$ cat src/verilog/tbx_pkg.sv
package tbx_pkg;

  typedef enum logic [4:0] {
    OP_NOP, OP_BR_INT_ON, OP_BR_INT_OFF,
    OP_LOAD_IND, OP_LOAD_INC, OP_LOAD_DEC, OP_LOAD_DISP, OP_LOAD_DIR,
    OP_STORE_IND, OP_STORE_INC, OP_STORE_DEC, OP_STORE_DISP, OP_STORE_DIR,
    OP_PM_R0, OP_PM_RD, OP_PM_INC, OP_EPM_R0, OP_EPM_RD, OP_EPM_INC,
    OP_PUSH, OP_POP, OP_IO_SET, OP_IO_CLR,
    OP_ROT_LEFT, OP_ROT_RIGHT, OP_BIT_TO_T, OP_T_TO_BIT,
    OP_FLAG_SET, OP_FLAG_CLR, OP_BRK
  } tbx_op_type;

  typedef enum logic [1:0] {
    S_IDLE = 2'b00,
    S_HOLD = 2'b01,
    S_FIN  = 2'b10
  } tbx_state_type;

  // Pointer pair select and low register index of the first pair
  localparam logic [1:0]  PTR_X      = 2'h0;
  localparam logic [1:0]  PTR_Y      = 2'h1;
  localparam logic [1:0]  PTR_Z      = 2'h2;
  localparam logic [4:0]  PTR_BASE   = 5'h1A;

  // Status flag positions
  localparam int          FLG_C      = 0;
  localparam int          FLG_Z      = 1;
  localparam int          FLG_N      = 2;
  localparam int          FLG_V      = 3;
  localparam int          FLG_T      = 6;
  localparam int          FLG_I      = 7;

  // Reset values
  localparam logic [7:0]  FLAGS_RST  = 8'h00;
  localparam logic [7:0]  PEXT_RST   = 8'h00;
  localparam logic [15:0] SP_RST     = 16'h0FFF;
  localparam logic [7:0]  RF_RST     = 8'h00;

  // Cycle counts
  localparam logic [1:0]  CYC_ONE    = 2'h1;
  localparam logic [1:0]  CYC_TWO    = 2'h2;
  localparam logic [1:0]  CYC_THREE  = 2'h3;

  function automatic logic is_pm(tbx_op_type op);
    is_pm = op inside {OP_PM_R0, OP_PM_RD, OP_PM_INC, OP_EPM_R0, OP_EPM_RD, OP_EPM_INC};
  endfunction : is_pm

  function automatic logic [1:0] op_cycles(tbx_op_type op);
    if (is_pm(op)) begin
      op_cycles = CYC_THREE;
    end else if (op inside {[OP_LOAD_IND:OP_STORE_DIR], [OP_PUSH:OP_IO_CLR]}) begin
      op_cycles = CYC_TWO;
    end else begin
      op_cycles = CYC_ONE;
    end
  endfunction : op_cycles

endpackage : tbx_pkg

$ cat src/verilog/tbx_exec_if.sv
`timescale 1ns/100ps
interface tbx_exec_if;
  tbx_pkg::tbx_op_type op;
  logic [1:0]          ptr_sel;
  logic [5:0]          disp;
  logic [15:0]         ptr_val;
  logic [7:0]          page_ext;
  logic [7:0]          flags;
  logic [7:0]          opnd;
  logic [2:0]          bit_sel;
  logic [15:0]         eff_addr;
  logic [15:0]         ptr_next;
  logic [23:0]         pm_addr;
  logic [7:0]          page_next;
  logic                ptr_wr;
  logic                page_wr;
  logic                bad_ptr;
  logic [7:0]          alu_res;
  logic [7:0]          flags_next;
  logic                res_wr;
  logic                br_take;

  modport addr_mp (input op, ptr_sel, disp, ptr_val, page_ext,
                   output eff_addr, ptr_next, pm_addr, page_next, ptr_wr, page_wr, bad_ptr);
  modport flag_mp (input op, opnd, bit_sel, flags,
                   output alu_res, flags_next, res_wr, br_take);
  modport core_mp (output op, ptr_sel, disp, ptr_val, page_ext, flags, opnd, bit_sel,
                   input eff_addr, ptr_next, pm_addr, page_next, ptr_wr, page_wr, bad_ptr,
                   alu_res, flags_next, res_wr, br_take);
endinterface : tbx_exec_if

$ cat src/verilog/tbx_addr_gen.sv
`timescale 1ns/100ps
module tbx_addr_gen (
  // Address operands and results
  tbx_exec_if.addr_mp x
);
  logic        inc_op;
  logic        dec_op;
  logic        disp_op;
  logic        ext_op;
  logic [23:0] pm_base;
  logic [23:0] pm_inc;

  assign inc_op    = x.op inside {tbx_pkg::OP_LOAD_INC, tbx_pkg::OP_STORE_INC};
  assign dec_op    = x.op inside {tbx_pkg::OP_LOAD_DEC, tbx_pkg::OP_STORE_DEC};
  assign disp_op   = x.op inside {tbx_pkg::OP_LOAD_DISP, tbx_pkg::OP_STORE_DISP};
  assign ext_op    = x.op inside {tbx_pkg::OP_EPM_R0, tbx_pkg::OP_EPM_RD, tbx_pkg::OP_EPM_INC};
  // Extended reads put the page register above the pointer [RQ9]
  assign pm_base   = {(ext_op ? x.page_ext : 8'h00), x.ptr_val};
  assign pm_inc    = 24'(pm_base + 24'h000001);
  assign x.pm_addr = pm_base;
  // Pre-decrement addresses the new value, displacement leaves it alone [RQ3] [RQ4] [RQ6]
  assign x.eff_addr = dec_op  ? 16'(x.ptr_val - 16'h0001) :
                      disp_op ? 16'(x.ptr_val + {10'h000, x.disp}) : x.ptr_val;
  // Post-increment after access; extended form steps all 24 bits [RQ2] [RQ5] [RQ8] [RQ9]
  assign x.ptr_next = dec_op ? 16'(x.ptr_val - 16'h0001) :
                      inc_op ? 16'(x.ptr_val + 16'h0001) : pm_inc[15:0];
  assign x.ptr_wr    = inc_op | dec_op | (x.op inside {tbx_pkg::OP_PM_INC, tbx_pkg::OP_EPM_INC});
  assign x.page_wr   = x.op == tbx_pkg::OP_EPM_INC;
  assign x.page_next = pm_inc[23:16];
  // First pair has no displaced form [RQ4]
  assign x.bad_ptr   = (x.ptr_sel == 2'h3) | (disp_op & (x.ptr_sel == tbx_pkg::PTR_X));
endmodule : tbx_addr_gen

$ cat src/verilog/tbx_flag_unit.sv
`timescale 1ns/100ps
module tbx_flag_unit (
  // Operand, flags and results
  tbx_exec_if.flag_mp x
);
  logic rot;
  logic cout;

  always_comb begin
    x.alu_res    = x.opnd;
    x.flags_next = x.flags;
    x.res_wr     = 1'b0;
    x.br_take    = 1'b0;
    rot          = 1'b0;
    cout         = 1'b0;
    case (x.op)
      tbx_pkg::OP_BR_INT_ON: begin
        x.br_take = x.flags[tbx_pkg::FLG_I]; // [RQ1]
      end
      tbx_pkg::OP_BR_INT_OFF: begin
        x.br_take = ~x.flags[tbx_pkg::FLG_I]; // [RQ1]
      end
      tbx_pkg::OP_ROT_LEFT: begin
        x.alu_res = {x.opnd[6:0], x.flags[tbx_pkg::FLG_C]}; // [RQ12]
        cout      = x.opnd[7];
        rot       = 1'b1;
      end
      tbx_pkg::OP_ROT_RIGHT: begin
        x.alu_res = {x.flags[tbx_pkg::FLG_C], x.opnd[7:1]}; // [RQ13]
        cout      = x.opnd[0];
        rot       = 1'b1;
      end
      tbx_pkg::OP_BIT_TO_T: begin
        x.flags_next[tbx_pkg::FLG_T] = x.opnd[x.bit_sel]; // [RQ14]
      end
      tbx_pkg::OP_T_TO_BIT: begin
        x.alu_res[x.bit_sel] = x.flags[tbx_pkg::FLG_T]; // [RQ15]
        x.res_wr             = 1'b1;
      end
      tbx_pkg::OP_FLAG_SET: begin
        x.flags_next[x.bit_sel] = 1'b1; // [RQ16]
      end
      tbx_pkg::OP_FLAG_CLR: begin
        x.flags_next[x.bit_sel] = 1'b0; // [RQ16]
      end
      default: begin
        x.res_wr = 1'b0;
      end
    endcase
    // Rotates update zero, carry, negative and overflow [RQ12] [RQ13]
    if (rot) begin
      x.flags_next[tbx_pkg::FLG_C] = cout;
      x.flags_next[tbx_pkg::FLG_N] = x.alu_res[7];
      x.flags_next[tbx_pkg::FLG_Z] = x.alu_res == 8'h00;
      x.flags_next[tbx_pkg::FLG_V] = x.alu_res[7] ^ cout;
      x.res_wr                     = 1'b1;
    end
  end
endmodule : tbx_flag_unit

$ cat src/verilog/tbx_exec_core.sv
`timescale 1ns/100ps
// Summary of operation
// RQ1: Branch on interrupt flag set or clear; 1 cycle untaken, 2 taken, target pc+k+1.
// RQ2: Post-increment load reads at pointer, then bumps pointer; 2 cycles, flags kept.
// RQ3: Pre-decrement load drops pointer first, reads at new value; 2 cycles.
// RQ4: Displaced load reads Y or Z plus unsigned offset, pointer kept; 2 cycles.
// RQ5: Indirect stores mirror load variants and ordering; 2 cycles, flags kept.
// RQ6: Displaced store writes at Y or Z plus offset, pointer kept; 2 cycles.
// RQ7: Direct load and store use a full address word; 2 cycles each.
// RQ8: Program memory read at Z, implicit destination register zero, optional increment; 3 cycles.
// RQ9: Extended read prefixes page register; increment steps the whole 24-bit value; 3 cycles.
// RQ10: Push and pop move one byte via the stack; 2 cycles, flags kept.
// RQ11: I/O bit set and clear force one bit of an I/O register; 2 cycles.
// RQ12: Rotate left through carry; updates Z, C, N, V in 1 cycle.
// RQ13: Rotate right through carry; updates Z, C, N, V in 1 cycle.
// RQ14: Copy a register bit into T, only T changes; 1 cycle.
// RQ15: Copy T into a register bit, flags unchanged; 1 cycle.
// RQ16: Each status flag has its own set and clear; 1 cycle, only that flag.
// RQ17: Debug break does nothing in normal execution.
// RQ18: Pointer pairs live in the register file; updates are register writes.
module tbx_exec_core (
  // Clock and reset
  input  wire logic                clk,
  input  wire logic                sys_rst,
  // Instruction command
  input  wire logic                cmd_valid,
  input  wire tbx_pkg::tbx_op_type cmd_op,
  input  wire logic [4:0]          cmd_rd,
  input  wire logic [1:0]          cmd_ptr,
  input  wire logic [5:0]          cmd_disp,
  input  wire logic [15:0]         cmd_addr,
  input  wire logic [2:0]          cmd_bit,
  input  wire logic [4:0]          cmd_io,
  input  wire logic [15:0]         cmd_pc,
  input  wire logic [6:0]          cmd_offs,
  output logic                     cmd_ready_q,
  output logic                     done_q,
  output logic                     bad_q,
  output logic                     brk_q,
  output logic                     pc_load_q,
  output logic [15:0]              pc_target_q,
  // Data space
  output logic [15:0]              dm_addr_q,
  output logic [7:0]               dm_wdata_q,
  output logic                     dm_re_q,
  output logic                     dm_we_q,
  input  wire logic [7:0]          dm_rdata,
  // I/O registers
  output logic [4:0]               io_addr_q,
  output logic [7:0]               io_wdata_q,
  output logic                     io_re_q,
  output logic                     io_we_q,
  input  wire logic [7:0]          io_rdata,
  // Program memory
  output logic [23:0]              pm_addr_q,
  output logic                     pm_re_q,
  input  wire logic [7:0]          pm_rdata,
  // Register file access
  input  wire logic                rf_we,
  input  wire logic [4:0]          rf_waddr,
  input  wire logic [7:0]          rf_wdata,
  input  wire logic [4:0]          rf_raddr,
  output logic [7:0]               rf_rdata_q,
  // Core state
  input  wire logic                pext_we,
  input  wire logic [7:0]          pext_wdata,
  output logic [7:0]               status_flags_q,
  output logic [7:0]               page_ext_q,
  output logic [15:0]              sp_q
);
  tbx_pkg::tbx_state_type state_q;
  tbx_pkg::tbx_state_type state_d;
  logic [7:0]  rf_q [32];
  logic [4:0]  rd_q;
  logic [2:0]  iobit_q;
  logic        ld_q;
  logic        pm_q;
  logic        io_q;
  logic        ioset_q;
  logic        br_q;
  logic        accept;
  logic        go;
  logic        br_op;
  logic        pm_op;
  logic        io_op;
  logic        ld_op;
  logic        st_op;
  logic [1:0]  cyc;
  logic        fin;
  logic [4:0]  ptr_lo;
  logic [4:0]  ptr_hi;
  logic        one_wr;
  logic        ld_wr;
  logic        res_en;
  logic [4:0]  res_idx;
  logic [7:0]  res_val;
  logic        ptr_en;
  logic [15:0] br_tgt;
  logic [15:0] dm_addr_d;
  logic [7:0]  io_mask;

  tbx_exec_if xif ();

  // Operand selection
  assign pm_op       = tbx_pkg::is_pm(cmd_op);
  assign xif.op      = cmd_op;
  assign xif.ptr_sel = pm_op ? tbx_pkg::PTR_Z : cmd_ptr; // [RQ8]
  assign xif.disp    = cmd_disp;
  assign ptr_lo      = 5'(tbx_pkg::PTR_BASE + {2'b00, xif.ptr_sel, 1'b0});
  assign ptr_hi      = ptr_lo | 5'h01;
  assign xif.ptr_val = {rf_q[ptr_hi], rf_q[ptr_lo]}; // [RQ18]
  assign xif.page_ext = page_ext_q;
  assign xif.flags   = status_flags_q;
  assign xif.opnd    = rf_q[cmd_rd];
  assign xif.bit_sel = cmd_bit;

  tbx_addr_gen  u_addr (.x(xif.addr_mp));
  tbx_flag_unit u_flag (.x(xif.flag_mp));

  // Command decode
  assign accept = cmd_valid & cmd_ready_q;
  assign go     = accept & ~xif.bad_ptr;
  assign cyc    = tbx_pkg::op_cycles(cmd_op);
  assign br_op  = cmd_op inside {tbx_pkg::OP_BR_INT_ON, tbx_pkg::OP_BR_INT_OFF};
  assign io_op  = cmd_op inside {tbx_pkg::OP_IO_SET, tbx_pkg::OP_IO_CLR};
  assign ld_op  = pm_op | (cmd_op inside {[tbx_pkg::OP_LOAD_IND:tbx_pkg::OP_LOAD_DIR],
                                          tbx_pkg::OP_POP});
  assign st_op  = cmd_op inside {[tbx_pkg::OP_STORE_IND:tbx_pkg::OP_STORE_DIR],
                                 tbx_pkg::OP_PUSH};
  assign fin    = state_q == tbx_pkg::S_FIN;
  assign br_tgt = 16'(cmd_pc + {{9{cmd_offs[6]}}, cmd_offs} + 16'h0001); // [RQ1]

  // Data space address: direct word, stack or pointer path
  assign dm_addr_d = (cmd_op inside {tbx_pkg::OP_LOAD_DIR, tbx_pkg::OP_STORE_DIR}) ? cmd_addr :
                     (cmd_op == tbx_pkg::OP_PUSH) ? sp_q :
                     (cmd_op == tbx_pkg::OP_POP)  ? 16'(sp_q + 16'h0001) : xif.eff_addr;

  // Register file write sources
  assign one_wr  = go & (cyc == tbx_pkg::CYC_ONE) & xif.res_wr;
  assign ld_wr   = fin & ld_q;
  assign res_en  = one_wr | ld_wr;
  assign res_idx = ld_wr ? rd_q : cmd_rd;
  assign res_val = ld_wr ? (pm_q ? pm_rdata : dm_rdata) : xif.alu_res;
  assign ptr_en  = go & xif.ptr_wr; // [RQ18]
  assign io_mask = 8'h01 << iobit_q;

  // Sequencer
  always_comb begin
    state_d = state_q;
    unique case (state_q)
      tbx_pkg::S_IDLE: begin
        if (go && cyc == tbx_pkg::CYC_THREE) begin
          state_d = tbx_pkg::S_HOLD; // [RQ8] [RQ9]
        end else if (go && (cyc == tbx_pkg::CYC_TWO || (br_op && xif.br_take))) begin
          state_d = tbx_pkg::S_FIN; // [RQ1]
        end
      end
      tbx_pkg::S_HOLD: begin
        state_d = tbx_pkg::S_FIN;
      end
      tbx_pkg::S_FIN: begin
        state_d = tbx_pkg::S_IDLE;
      end
      default: begin
        state_d = tbx_pkg::S_IDLE;
      end
    endcase
  end

  always_ff @(posedge clk) begin
    if (sys_rst) begin
      state_q     <= tbx_pkg::S_IDLE;
      cmd_ready_q <= 1'b1;
    end else begin
      state_q     <= state_d;
      cmd_ready_q <= state_d == tbx_pkg::S_IDLE;
    end
  end

  // Completion and event pulses
  always_ff @(posedge clk) begin
    if (sys_rst) begin
      done_q    <= 1'b0;
      bad_q     <= 1'b0;
      brk_q     <= 1'b0;
      pc_load_q <= 1'b0;
    end else begin
      done_q    <= fin | (accept & xif.bad_ptr) |
                   (go & (cyc == tbx_pkg::CYC_ONE) & ~(br_op & xif.br_take));
      bad_q     <= accept & xif.bad_ptr;
      brk_q     <= go & (cmd_op == tbx_pkg::OP_BRK); // [RQ17]
      pc_load_q <= fin & br_q; // [RQ1]
    end
  end

  // Operation context held across cycles
  always_ff @(posedge clk) begin
    if (sys_rst) begin
      rd_q        <= 5'h00;
      iobit_q     <= 3'h0;
      {ld_q, pm_q, io_q, ioset_q, br_q} <= 5'h00;
      pc_target_q <= 16'h0000;
    end else if (go) begin
      rd_q        <= (cmd_op inside {tbx_pkg::OP_PM_R0, tbx_pkg::OP_EPM_R0}) ? 5'h00 : cmd_rd; // [RQ8]
      iobit_q     <= cmd_bit;
      {ld_q, pm_q, io_q} <= {ld_op, pm_op, io_op};
      ioset_q     <= cmd_op == tbx_pkg::OP_IO_SET;
      br_q        <= br_op & xif.br_take;
      pc_target_q <= br_tgt; // [RQ1]
    end
  end

  // Data space port
  always_ff @(posedge clk) begin
    if (sys_rst) begin
      dm_addr_q  <= 16'h0000;
      dm_wdata_q <= 8'h00;
      dm_re_q    <= 1'b0;
      dm_we_q    <= 1'b0;
    end else begin
      dm_re_q <= go & ld_op & ~pm_op; // [RQ2] [RQ3] [RQ4] [RQ7] [RQ10]
      dm_we_q <= go & st_op; // [RQ5] [RQ6] [RQ7] [RQ10]
      if (go) begin
        dm_addr_q  <= dm_addr_d;
        dm_wdata_q <= xif.opnd;
      end
    end
  end

  // Program memory port, held two cycles
  always_ff @(posedge clk) begin
    if (sys_rst) begin
      pm_addr_q <= 24'h000000;
      pm_re_q   <= 1'b0;
    end else begin
      pm_re_q <= (go & pm_op) | (pm_re_q & (state_q == tbx_pkg::S_HOLD)); // [RQ8] [RQ9]
      if (go && pm_op) begin
        pm_addr_q <= xif.pm_addr;
      end
    end
  end

  // I/O read-modify-write of one bit
  always_ff @(posedge clk) begin
    if (sys_rst) begin
      io_addr_q  <= 5'h00;
      io_wdata_q <= 8'h00;
      io_re_q    <= 1'b0;
      io_we_q    <= 1'b0;
    end else begin
      io_re_q <= go & io_op;
      io_we_q <= fin & io_q; // [RQ11]
      if (go && io_op) begin
        io_addr_q <= cmd_io;
      end
      if (fin && io_q) begin
        io_wdata_q <= ioset_q ? (io_rdata | io_mask) : (io_rdata & ~io_mask); // [RQ11]
      end
    end
  end

  // Stack pointer, page register and status flags
  always_ff @(posedge clk) begin
    if (sys_rst) begin
      sp_q           <= tbx_pkg::SP_RST;
      page_ext_q     <= tbx_pkg::PEXT_RST;
      status_flags_q <= tbx_pkg::FLAGS_RST;
    end else begin
      if (go && cmd_op == tbx_pkg::OP_PUSH) begin
        sp_q <= 16'(sp_q - 16'h0001); // [RQ10]
      end else if (go && cmd_op == tbx_pkg::OP_POP) begin
        sp_q <= 16'(sp_q + 16'h0001); // [RQ10]
      end
      if (go && xif.page_wr) begin
        page_ext_q <= xif.page_next; // [RQ9]
      end else if (pext_we) begin
        page_ext_q <= pext_wdata;
      end
      if (go && cyc == tbx_pkg::CYC_ONE) begin
        status_flags_q <= xif.flags_next; // [RQ12] [RQ13] [RQ14] [RQ16]
      end
    end
  end

  // Register file; results beat pointer updates, then external writes
  for (genvar gi = 0; gi < 32; gi++) begin : g_rf
    always_ff @(posedge clk) begin
      if (sys_rst) begin
        rf_q[gi] <= tbx_pkg::RF_RST;
      end else if (res_en && res_idx == 5'(gi)) begin
        rf_q[gi] <= res_val; // [RQ2] [RQ12] [RQ15]
      end else if (ptr_en && ptr_lo == 5'(gi)) begin
        rf_q[gi] <= xif.ptr_next[7:0]; // [RQ18]
      end else if (ptr_en && ptr_hi == 5'(gi)) begin
        rf_q[gi] <= xif.ptr_next[15:8]; // [RQ18]
      end else if (rf_we && rf_waddr == 5'(gi)) begin
        rf_q[gi] <= rf_wdata;
      end
    end
  end

  always_ff @(posedge clk) begin
    if (sys_rst) begin
      rf_rdata_q <= 8'h00;
    end else begin
      rf_rdata_q <= rf_q[rf_raddr];
    end
  end
endmodule : tbx_exec_core

$ cat config.mk
export PLATFORM = sky130hd
export DESIGN_NAME = tbx_exec_core
export DESIGN_NICKNAME = d
export VERILOG_FILES = /design/src/verilog/tbx_pkg.sv /design/src/verilog/tbx_exec_if.sv /design/src/verilog/tbx_addr_gen.sv /design/src/verilog/tbx_flag_unit.sv /design/src/verilog/tbx_exec_core.sv
export SDC_FILE = /design/constraint.sdc
export NUM_CORES = 1
export LEC_CHECK = 0
export BUFFER_PORTS_ARGS = -buffer_cell sky130_fd_sc_hd__buf_2
export CAP_MARGIN = 25
export CORE_MARGIN = 2
export CORE_UTILIZATION = 30
export DETAILED_ROUTE_END_ITERATION = 7
export HOLD_SLACK_MARGIN = 0.06
export SLEW_MARGIN = 10
export SYNTH_ARGS = -nofsm -noshare
export SYNTH_HDL_FRONTEND = slang
export SYNTH_SLANG_ARGS = --single-unit
$ cat constraint.sdc
create_clock -name clk -period 9.48 [get_ports clk]
set_input_delay 0.474 -clock clk [delete_from_list [all_inputs] [get_ports clk]]
set_output_delay 0.474 -clock clk [all_outputs]
set_load 0.01 [all_outputs]
# Word-level counts from Yosys, hierarchy flattened
# Memory sizes are Yosys's and may differ from the RTL's. A register that Yosys moved wholly into a read port is not among the register bits.
# Cells that the tools add are included.
# Widths: inputs -> output; s select.
# totals
ff_bits	134
ram_bits	256
inputBits	120
output_inout_bits	127
wordCells	1139
mem_count	1
# memory_table
memory	depth	word_bits	read_ports	rd_ports_with_merged_regs	write_ports	line	source
rf_q	32	8	4	1	32	tbx_exec_core.sv:73	logic [7:0] rf_q [32];
# classes
addsub	9
order_cmp	8
eq_ne	141
shift	1
muxes	639
bitwise	151
reduce_logical	160
# op_table
cell	n
$mux 8	119
$mux 1	493
$eq 5x5->1 const B	62
$eq 5x4->1 const B	31
$mux 16	9
$logic_and 1x1->1	128
$or 1x1->1	121
$eq 5x3->1 const B	16
$add 16x1->16 const B	3
$eq 5x2->1 const B	7
$eq 4x4->1 const B	8
$sub 16x1->16 const B	2
$reduce_bool 2->1	14
$add 24x1->24 const B	1
$pmux 8 s3	1
$eq 5x1->1 const B	4
$logic_not 5->1	4
$and 1x1->1	19
$add 16x16->16	1
$add 16x6->16	1
$and 8x8->8	2
$eq 4x3->1 const B	4
$not 8->8	2
$or 8x8->8	2
other kinds (34)	55

# Longest topological paths before layout
# Gate-level depths: netlist of the first run.
# logic_depth
word_depth	19
ltp_mapped	23
mapped_depth_nobuf	20

# Modules after synthesis
# From an unflattened synthesis of the first run, not the netlist that was laid out.
# hier_totals
cells_unflattened	2708
area_unflattened_um2	27804.2
# modules_own_cells
module	n_inst	cells_per_inst	area_each_um2	seq_area_each_um2
tbx_exec_core	1	2360	25481.9	10530.1
tbx_addr_gen	1	241	1602.8	0.0
tbx_flag_unit	1	107	719.4	0.0

# Worst setup path after synthesis of the first run
# Ideal clock, no wire load.
# synth_path
kind	input to register
start	input port cmd_op[3]
end	register dm_addr_q[9]
setup_time_ps	132
arrival_ps	4995
t_required_ps	9348
setup_slack_ps	4353
stages	23
n_path_buf	6
cell_sequence	buf_2 -> a211oi_1 -> nand2_1 -> o21ai_0 -> or2_2 -> ha_1 -> clkbuf_1 -> buf_2 -> buf_4 -> buf_2 -> mux2i_1 -> buf_2 -> inv_1 -> ha_1 -> a21o_1 -> a21oi_1 -> o21bai_1 -> a21oi_1 -> a2bb2oi_1 -> o32ai_1 -> xnor2_1 -> o211ai_1 -> o21ai_0
# synth_between
elab_chain_cells	11
elab_cells_between_ends	34
classes_between	3 x add/sub; 15 x eq/ne; 6 x mux; 4 x bitwise; 5 x reduce/logical; 1 x memory
# synth_lines
element	line	source
start, declared	tbx_exec_core.sv:27	input wire tbx_pkg::tbx_op_type cmd_op,
$eq 5x4->1 or $eq 5x5->1 (tied branches)	tbx_pkg.sv:45	is_pm = op inside {OP_PM_R0, OP_PM_RD, OP_PM_INC, OP_EPM_R0, OP_EPM_RD, OP_EPM_INC};
$reduce_bool 6->1 (*)	tbx_pkg.sv:45	
$mux 2 (*)	tbx_exec_core.sv:107	assign xif.ptr_sel = pm_op ? tbx_pkg::PTR_Z : cmd_ptr;
$add 4x4->5 (*)	tbx_exec_core.sv:109	assign ptr_lo = 5'(tbx_pkg::PTR_BASE + {2'b00, xif.ptr_sel, 1'b0});
$mem_v2 32x8 (*)	n/a	
via u_addr.x.pm_addr[1]	tbx_exec_if.sv:24	output eff_addr, ptr_next, pm_addr, page_next, ptr_wr, page_wr, bad_ptr);
$add 16x6->16	tbx_addr_gen.sv:23	disp_op ? 16'(x.ptr_val + {10'h000, x.disp}) : x.ptr_val;
$mux 16	tbx_addr_gen.sv:23	
$mux 16 (*)	tbx_addr_gen.sv:22	assign x.eff_addr = dec_op ? 16'(x.ptr_val - 16'h0001) :
$mux 16 (*)	tbx_exec_core.sv:136	(cmd_op == tbx_pkg::OP_POP) ? 16'(sp_q + 16'h0001) : xif.eff_addr;
$mux 16 (*)	tbx_exec_core.sv:135	(cmd_op == tbx_pkg::OP_PUSH) ? sp_q :
$mux 16 (*)	tbx_exec_core.sv:134	assign dm_addr_d = (cmd_op inside {tbx_pkg::OP_LOAD_DIR, tbx_pkg::OP_STORE_DIR}) ? cmd_addr :
end signal, assigned	tbx_exec_core.sv:224	dm_addr_q <= dm_addr_d;
end, declared	tbx_exec_core.sv:43	output logic [15:0] dm_addr_q,
# The timed path passes the listed nets; every way through them passes the cells marked *.
# A chain may end at the register's enable or synchronous reset.

# Final worst setup path of the first run
# layout_path
start	input port cmd_op[1]
end	register dm_addr_q[9]
# The elaborated chain is that of the path after synthesis.

==> results of run 1 <==
power breakdown:
group	total (mW)	switching (mW)	internal (mW)
combinational	1.03	0.670	0.358
clock	1.92	0.805	1.12
sequential	2.00	0.0748	1.92
total	4.95	1.55	3.40
per-layer routing:
layer / part of all wire [%] / vias up / global-route usage, %
met2: 47 / 1579 / 37.69
li1: - / 9800 / -
met5: 0.077 / - / 0
met4: 5.6 / 16 / 10.81
met1: 36 / 11300 / 28.10
met3: 11 / 348 / 5.293
Yosys cell counts, drive strengths merged, types with 24 or more instances:
master    n  area share, %
a211oi   72            2.1
a21oi    89            1.8
a221o    35            1.3
a22o    130            4.4
a22oi    24           0.69
and3     31           0.74
buf      62            1.3
clkbuf  140            2.0
dfxtp   142             11
edfxtp  256             29
ha       29            1.4
inv      37           0.56
mux2i    72            3.2
mux4    192             17
nand2   252            3.6
nand3    50            1.0
nor2    205            3.0
nor3     56            1.2
o21ai   182            3.5
xnor2    29            1.0
metrics by stage:
step	std cells	total power, mW	hold slack (ns)
2_1_floorplan	2413	2.629	0.4318
5_1_grt	3752	5.064	0.09614
4_1_cts	3746	4.931	0.07623
3_3_place_gp	3660	3.024	0.4361
3_5_place_dp	3664	3.029	0.4421
6_report	3753	4.946	0.09532
layout make-up:
| type | count | area, sq um |
|---|---|---|
| Antenna cell | 1 | 2.502 |
| Tap cell | 1155 | 1445 |
| Multi-Input combinational cell | 1775 | 14560 |
| Clock buffer | 55 | 1216 |
| Sequential cell | 398 | 10530 |
| Clock inverter | 26 | 374.1 |
| Timing Repair Buffer | 305 | 1668 |
| Fill cell | 8659 | 56540 |
| Inverter | 38 | 150.1 |
worst paths after layout:
| kind | slack (ns) | startpoint | end | cells past startpoint |
|---|---|---|---|---|
| worst min register to register | 0.45 | pc_target_q[10] | pc_target_q[10] | 2 |
| worst max register to register | 5.18 | rf_q[2][3] | rf_q[31][4] | 8 |
| worst max-delay path | 3.98 | cmd_op[1] | dm_addr_q[9] | 18 |
| worst min-delay path | 0.1 | pext_wdata[5] | page_ext_q[5] | 2 |
repair_timing:
action | 4_1_cts | 5_1_grt
buffers inserted | 0 | 0
hold buffers | 1 | 0
endpoints found under the hold margin | 1 | 0
endpoints found under the setup margin | 0 | 0
sequential cells by signal, summed over array words and instances (netlist names), 2 cells and up, named ones only:
name / flops
state_q: 2
dm_wdata_q: 8
sp_q: 16
rf_rdata_q: 8
page_ext_q: 8
rd_q: 5
iobit_q: 3
rf_q: 256
pm_addr_q: 24
io_addr_q: 5
io_wdata_q: 8
pc_target_q: 16
dm_addr_q: 16
worst max-delay path: stages:
cell       delay [ns]
buf_2            0.39
a211oi_1         0.22
nand2_1          0.16
o21ai_0          0.18
or2_2            0.37
ha_2             0.92
mux4_2           0.62
mux2i_1          0.45
inv_2            0.18
ha_1             0.34
a21oi_1          0.24
o21bai_1         0.10
a21oi_1          0.24
a2bb2oi_1        0.46
o32ai_1          0.16
xnor2_1          0.17
o211ai_1         0.16
o21ai_0          0.11
layout by cell type, fill, tap and decap left out, types with 31 or more instances in the layout:
cell type / synthesis / routed
clkbuf_16: 0 / 45
mux2i_1: 60 / 60
nor3_1: 52 / 51
buf_4: 1 / 52
mux4_2: 182 / 182
edfxtp_1: 256 / 256
a21oi_1: 85 / 85
a221o_1: 35 / 35
o21ai_0: 175 / 175
dfxtp_1: 142 / 142
a22o_1: 130 / 130
inv_1: 31 / 31
nand3_1: 48 / 47
nand2_1: 252 / 252
and3_1: 31 / 31
a211oi_1: 70 / 69
nor2_1: 204 / 204
buf_2: 28 / 250
cell families (layout without fill, tap and decap cells):
family                     after synthesis  count (layout)  share of synthesized area [%]
AOI/OAI and AO/OA                      699             699                          19.19
xor gates and xnor gates                43              43                          1.474
adders and majority gates               32              32                          1.584
buffers and inverters                  240             424                          3.902
DFF                                    398             398                          40.40
muxes                                  268             268                          20.13
other                                    0               1                              0
and+or+nand+nor                        733             733                          13.33
==> results.yml, run 1 <==
die:
  coreArea_sq_um: 86480
  chipWidth_microns: 298.8
  die-area_sq_um: 89260
  start_util_pct: 30.14
  rows: 108
  num_io_pins: 247
  die_h_microns: 298.8
clocking:
  postCtsResizedCells: 0
  cts.sinks: 398
  cts_max_level: 2
  clk_latency_ns: 0.63
  cts_buffers: 44
  cts_buffer_depth: 3
  cts_root_buf: "clkbuf_16"
  clkTransAtPathRegs_ns: 0.07
  cts_tree: "built"
logic_synthesis:
  synth_fp_nets: 2564
  synth_seq_cells: 398
  seq_area_frac_synth_pct: 40.40
  ys.flop_type: "edfxtp_1"
  synth_area_sq_um: 26070
  ys_types: 109
  ys_async_sr_fraction_pct: 0
  avgSynthCellArea_sq_um: 10.80
  ys_warn_count: 0
  synth_edf_count: 256
  syn-instance-count: 2413
critical_path:
  cp.arrival_ns: 5.98
  start_kind: "input port"
  cp.required_ns: 9.96
  criticalPathCategory: "input port to flop"
  worstPathMaxFanout: 31
  endpoint_kind: "flop"
global_route:
  grt.total_usage_pct: 22.78
  grt_max_degree: 76
  grt_pass1_vias: 21070
  grt-ovfl-total: 0
  grt_first_pass_wirelength_microns: 150500
  antenna_found_initial: 13
sta:
  timing.final.crit_share_pct: 58.02
  setup_ws_ns: 3.979
  setup_tns_ns: 0
  hold_viol_final: 0
  clock.fmax_mhz: 181.8
  setup_viol: 0
  grt_setup_unrepaired: "no"
  worst_pin_slew_ns: 1.061
  finalClockSkew_ns: 0.05470
  final_max_slew_viol_count: 0
  max-slew-margin-rel_pct: 29.25
  layout_min_cycle_time_ns: 5.501
route:
  drt_iter0_drc: 3175
  wl_per_cell_microns: 28.23
  antenna_left: 0
  viasPerCell: 6.141
  drc: 0
  vias: 23050
  first_pass_iters: 7
  routed_wl_microns: 105900
placement:
  postPlaceCellArea_sq_um: 28310
  dp_hpwl_microns: 76190
  pre_cts_ws_ns: 3.538
  gp_congestion: 0.9670
  numPortBuffers: 246
power_and_ir_drop:
  ir_worst_vdd_v: 0.0001242
  leakagePower_nw: 10.85
  powerDensity_nw_per_um2: 165.2
flow_run:
  cap_viol_max_count: 0
layout:
  area_growth_pct: 14.87
  final_layout_size_suffix_gt1_share_pct: 24.34
  fin_util_pct: 34.62
  finish.instance_area_sq_um: 29940
  layout.nets: 2713
outcome:
  status: "complete, no violations"
worst_hold_path:
  hp-class: "input port to flop"
No activity file was read; power rests on OpenSTA's default activity.
==> run 2, diff against run 1 <==
clock period = 4.9 ns   (was 9.48 ns; I/O delays follow)
==> run 2 against run 1 <==
  * Register-to-register slack worse by 4.3 ns
  * Via count is 2.3% higher
  * First-iteration DRC count is 5.0% higher
  * Sequential share of layout area is 1.1 points lower
  * Clock power is 87% higher
  * Largest cell class unchanged
==> results.yml, run 2 (synthesis results as in run 1) <==
clocking:
  clkTransAtPathRegs_ns: 0.06
  clk_latency_ns: 0.65
  cts_max_level: 2
  cts_buffer_depth: 3
  cts_tree: "built"
  cts.sinks: 398
  cts_buffers: 43
  postCtsSetupBuffers: 0
  cts_root_buf: "clkbuf_16"
critical_path:
  worstPathMaxFanout: 13
  cp.required_ns: 5.21
  cp_num_buf_inv: 5
  crit_chain: "dlygate4sd3_1, buf_2, a211oi_1, nand2_1, o21ai_0, or2_2, ha_4, buf_4, mux4_2, mux2i_1, buf_4, ha_1, nand2_1, nor3_1, buf_4, o2111a_1, a32oi_1, xnor2_1, o221ai_1"
  cp_num_cells: 19
  cpMostUsedCell: "buf_4"
  cp.arrival_ns: 4.76
  start_kind: "input port"
  criticalPathCategory: "input port to flop"
  critPathTopFamily: "buffers and inverters"
  cpPeakStageDelay_ns: 0.54
  reg2reg_depth: 9
  endpoint_kind: "flop"
  slowest_stage: "dlygate4sd3_1"
global_route:
  grt.total_usage_pct: 23.44
  grt-ovfl-total: 0
  antenna_found_initial: 9
  grt_max_degree: 76
  grt_pass1_vias: 22140
  grt_first_pass_wirelength_microns: 156300
die:
  start_util_pct: 30.14
  die-area_sq_um: 89260
  coreArea_sq_um: 86480
  rows: 108
  num_io_pins: 247
  chipWidth_microns: 298.8
  die_h_microns: 298.8
route:
  routed_wl_microns: 108100
  antenna_left: 0
  first_pass_iters: 6
  drc: 0
  viasPerCell: 6.118
  drt_iter0_drc: 3333
  wl_per_cell_microns: 28.04
  vias: 23580
layout:
  finish.instance_area_sq_um: 30860
  fill_cells: 8559
  largest_register_ffs: 256
  largestRegisters: "rf_q (256), pm_addr_q (24)"
  stdcell_count: 3854
  area_growth_pct: 18.41
  final_common_cell: "edfxtp_1"
  fin_util_pct: 35.69
  layout.nets: 2815
  layout_common_cells: "256 x edfxtp_1, 252 x nand2_1, 247 x buf_2, 204 x nor2_1, 182 x mux4_2"
  top_register: "rf_q"
  final_layout_size_suffix_gt1_share_pct: 25.39
placement:
  post-place-cells: 3722
  postPlaceCellArea_sq_um: 28840
  gp_congestion: 0.9877
  pre_cts_ws_ns: 0.01068
  numPortBuffers: 246
  dp_hpwl_microns: 78460
power_and_ir_drop:
  seq_power_share_pct: 40.3
  design_power_total_mw: 9.583
  powerDensity_nw_per_um2: 310.5
  p_comb_share_pct: 22.2
  p_sw_mw: 3.032
  p_sw_share_pct: 31.64
  p_int_mw: 6.551
  leakagePower_nw: 11.30
  ir_worst_vdd_v: 0.0002399
  p_clk_share_pct: 37.5
sta:
  setup_ws_ns: 0.4488
  grt_setup_unrepaired: "no"
  max-slew-margin-rel_pct: 27.13
  worst_pin_slew_ns: 1.092
  hold_viol_final: 0
  layout_min_cycle_time_ns: 4.451
  setup_viol: 0
  finalClockSkew_ns: 0.06568
  clock.fmax_mhz: 224.7
  holdWs_ns: 0.08309
  setup_tns_ns: 0
  timing.final.crit_share_pct: 90.84
  final_max_slew_viol_count: 0
outcome:
  status: "complete, no violations"
worst_hold_path:
  hold_path_depth: 4
  hp-class: "input port to flop"
flow_run:
  cap_viol_max_count: 0
[run 2: path summary, 6_finish.rpt]
kind                          to      startpoint  slack [ns]
setup / recovery     rf_q[31][2]       cmd_op[2]        0.45
hold / removal     dm_addr_q[12]    cmd_addr[12]        0.08
setup reg to reg      rf_q[7][2]      rf_q[1][2]        0.90
hold reg to reg   pc_target_q[9]  pc_target_q[9]        0.45
[run 2: final cells by class]
cell class / count / area [sq um] / area share (%)
Antenna cell: 1 / 2.502 / 0.008108
Clock buffer: 51 / 1126 / 3.648
Clock inverter: 28 / 381.6 / 1.236
Inverter: 38 / 150.1 / 0.4865
Multi-Input combinational cell: 1775 / 14570 / 47.21
Sequential cell: 398 / 10530 / 34.12
Tap cell: 1155 / 1445 / 4.682
Timing Repair Buffer: 408 / 2658 / 8.610
[run 2: repair_timing]
item                                   in CTS  in global routing
resized for setup                           0                  3
setup endpoints to repair                   0                  9
hold buffers                               43                  0
endpoints found under the hold margin      40                  0
[run 2: per-layer routing]
layer	global-route usage, %	up-vias	part of all wire [%]
li1	-	10020	-
met1	29.39	11550	36
met2	38.30	1634	47
met3	5.554	363	11
met4	10.73	8	5.6
met5	0	-	0.043
[run 2: power by group through the flow]
stage,combinational [mW],sequential (mW),clock [mW]
after floorplan,1.21,3.88,0
after global placement,2.03,3.92,0
after detailed placement,2.03,3.93,0
after CTS,2.07,3.85,3.60
after global routing,2.22,3.87,3.73
final,2.13,3.86,3.59
[run 2: worst reg2reg max path, cell delays in order (launching register included)]
cell and delay, ns:
edfxtp_1 0.46, mux4_2 0.55, mux4_2 0.49, mux2i_1 0.33
buf_4 0.23, o22ai_1 0.09, nor3_1 0.51, a21o_1 0.60
buf_4 0.33, o21ai_0 0.12
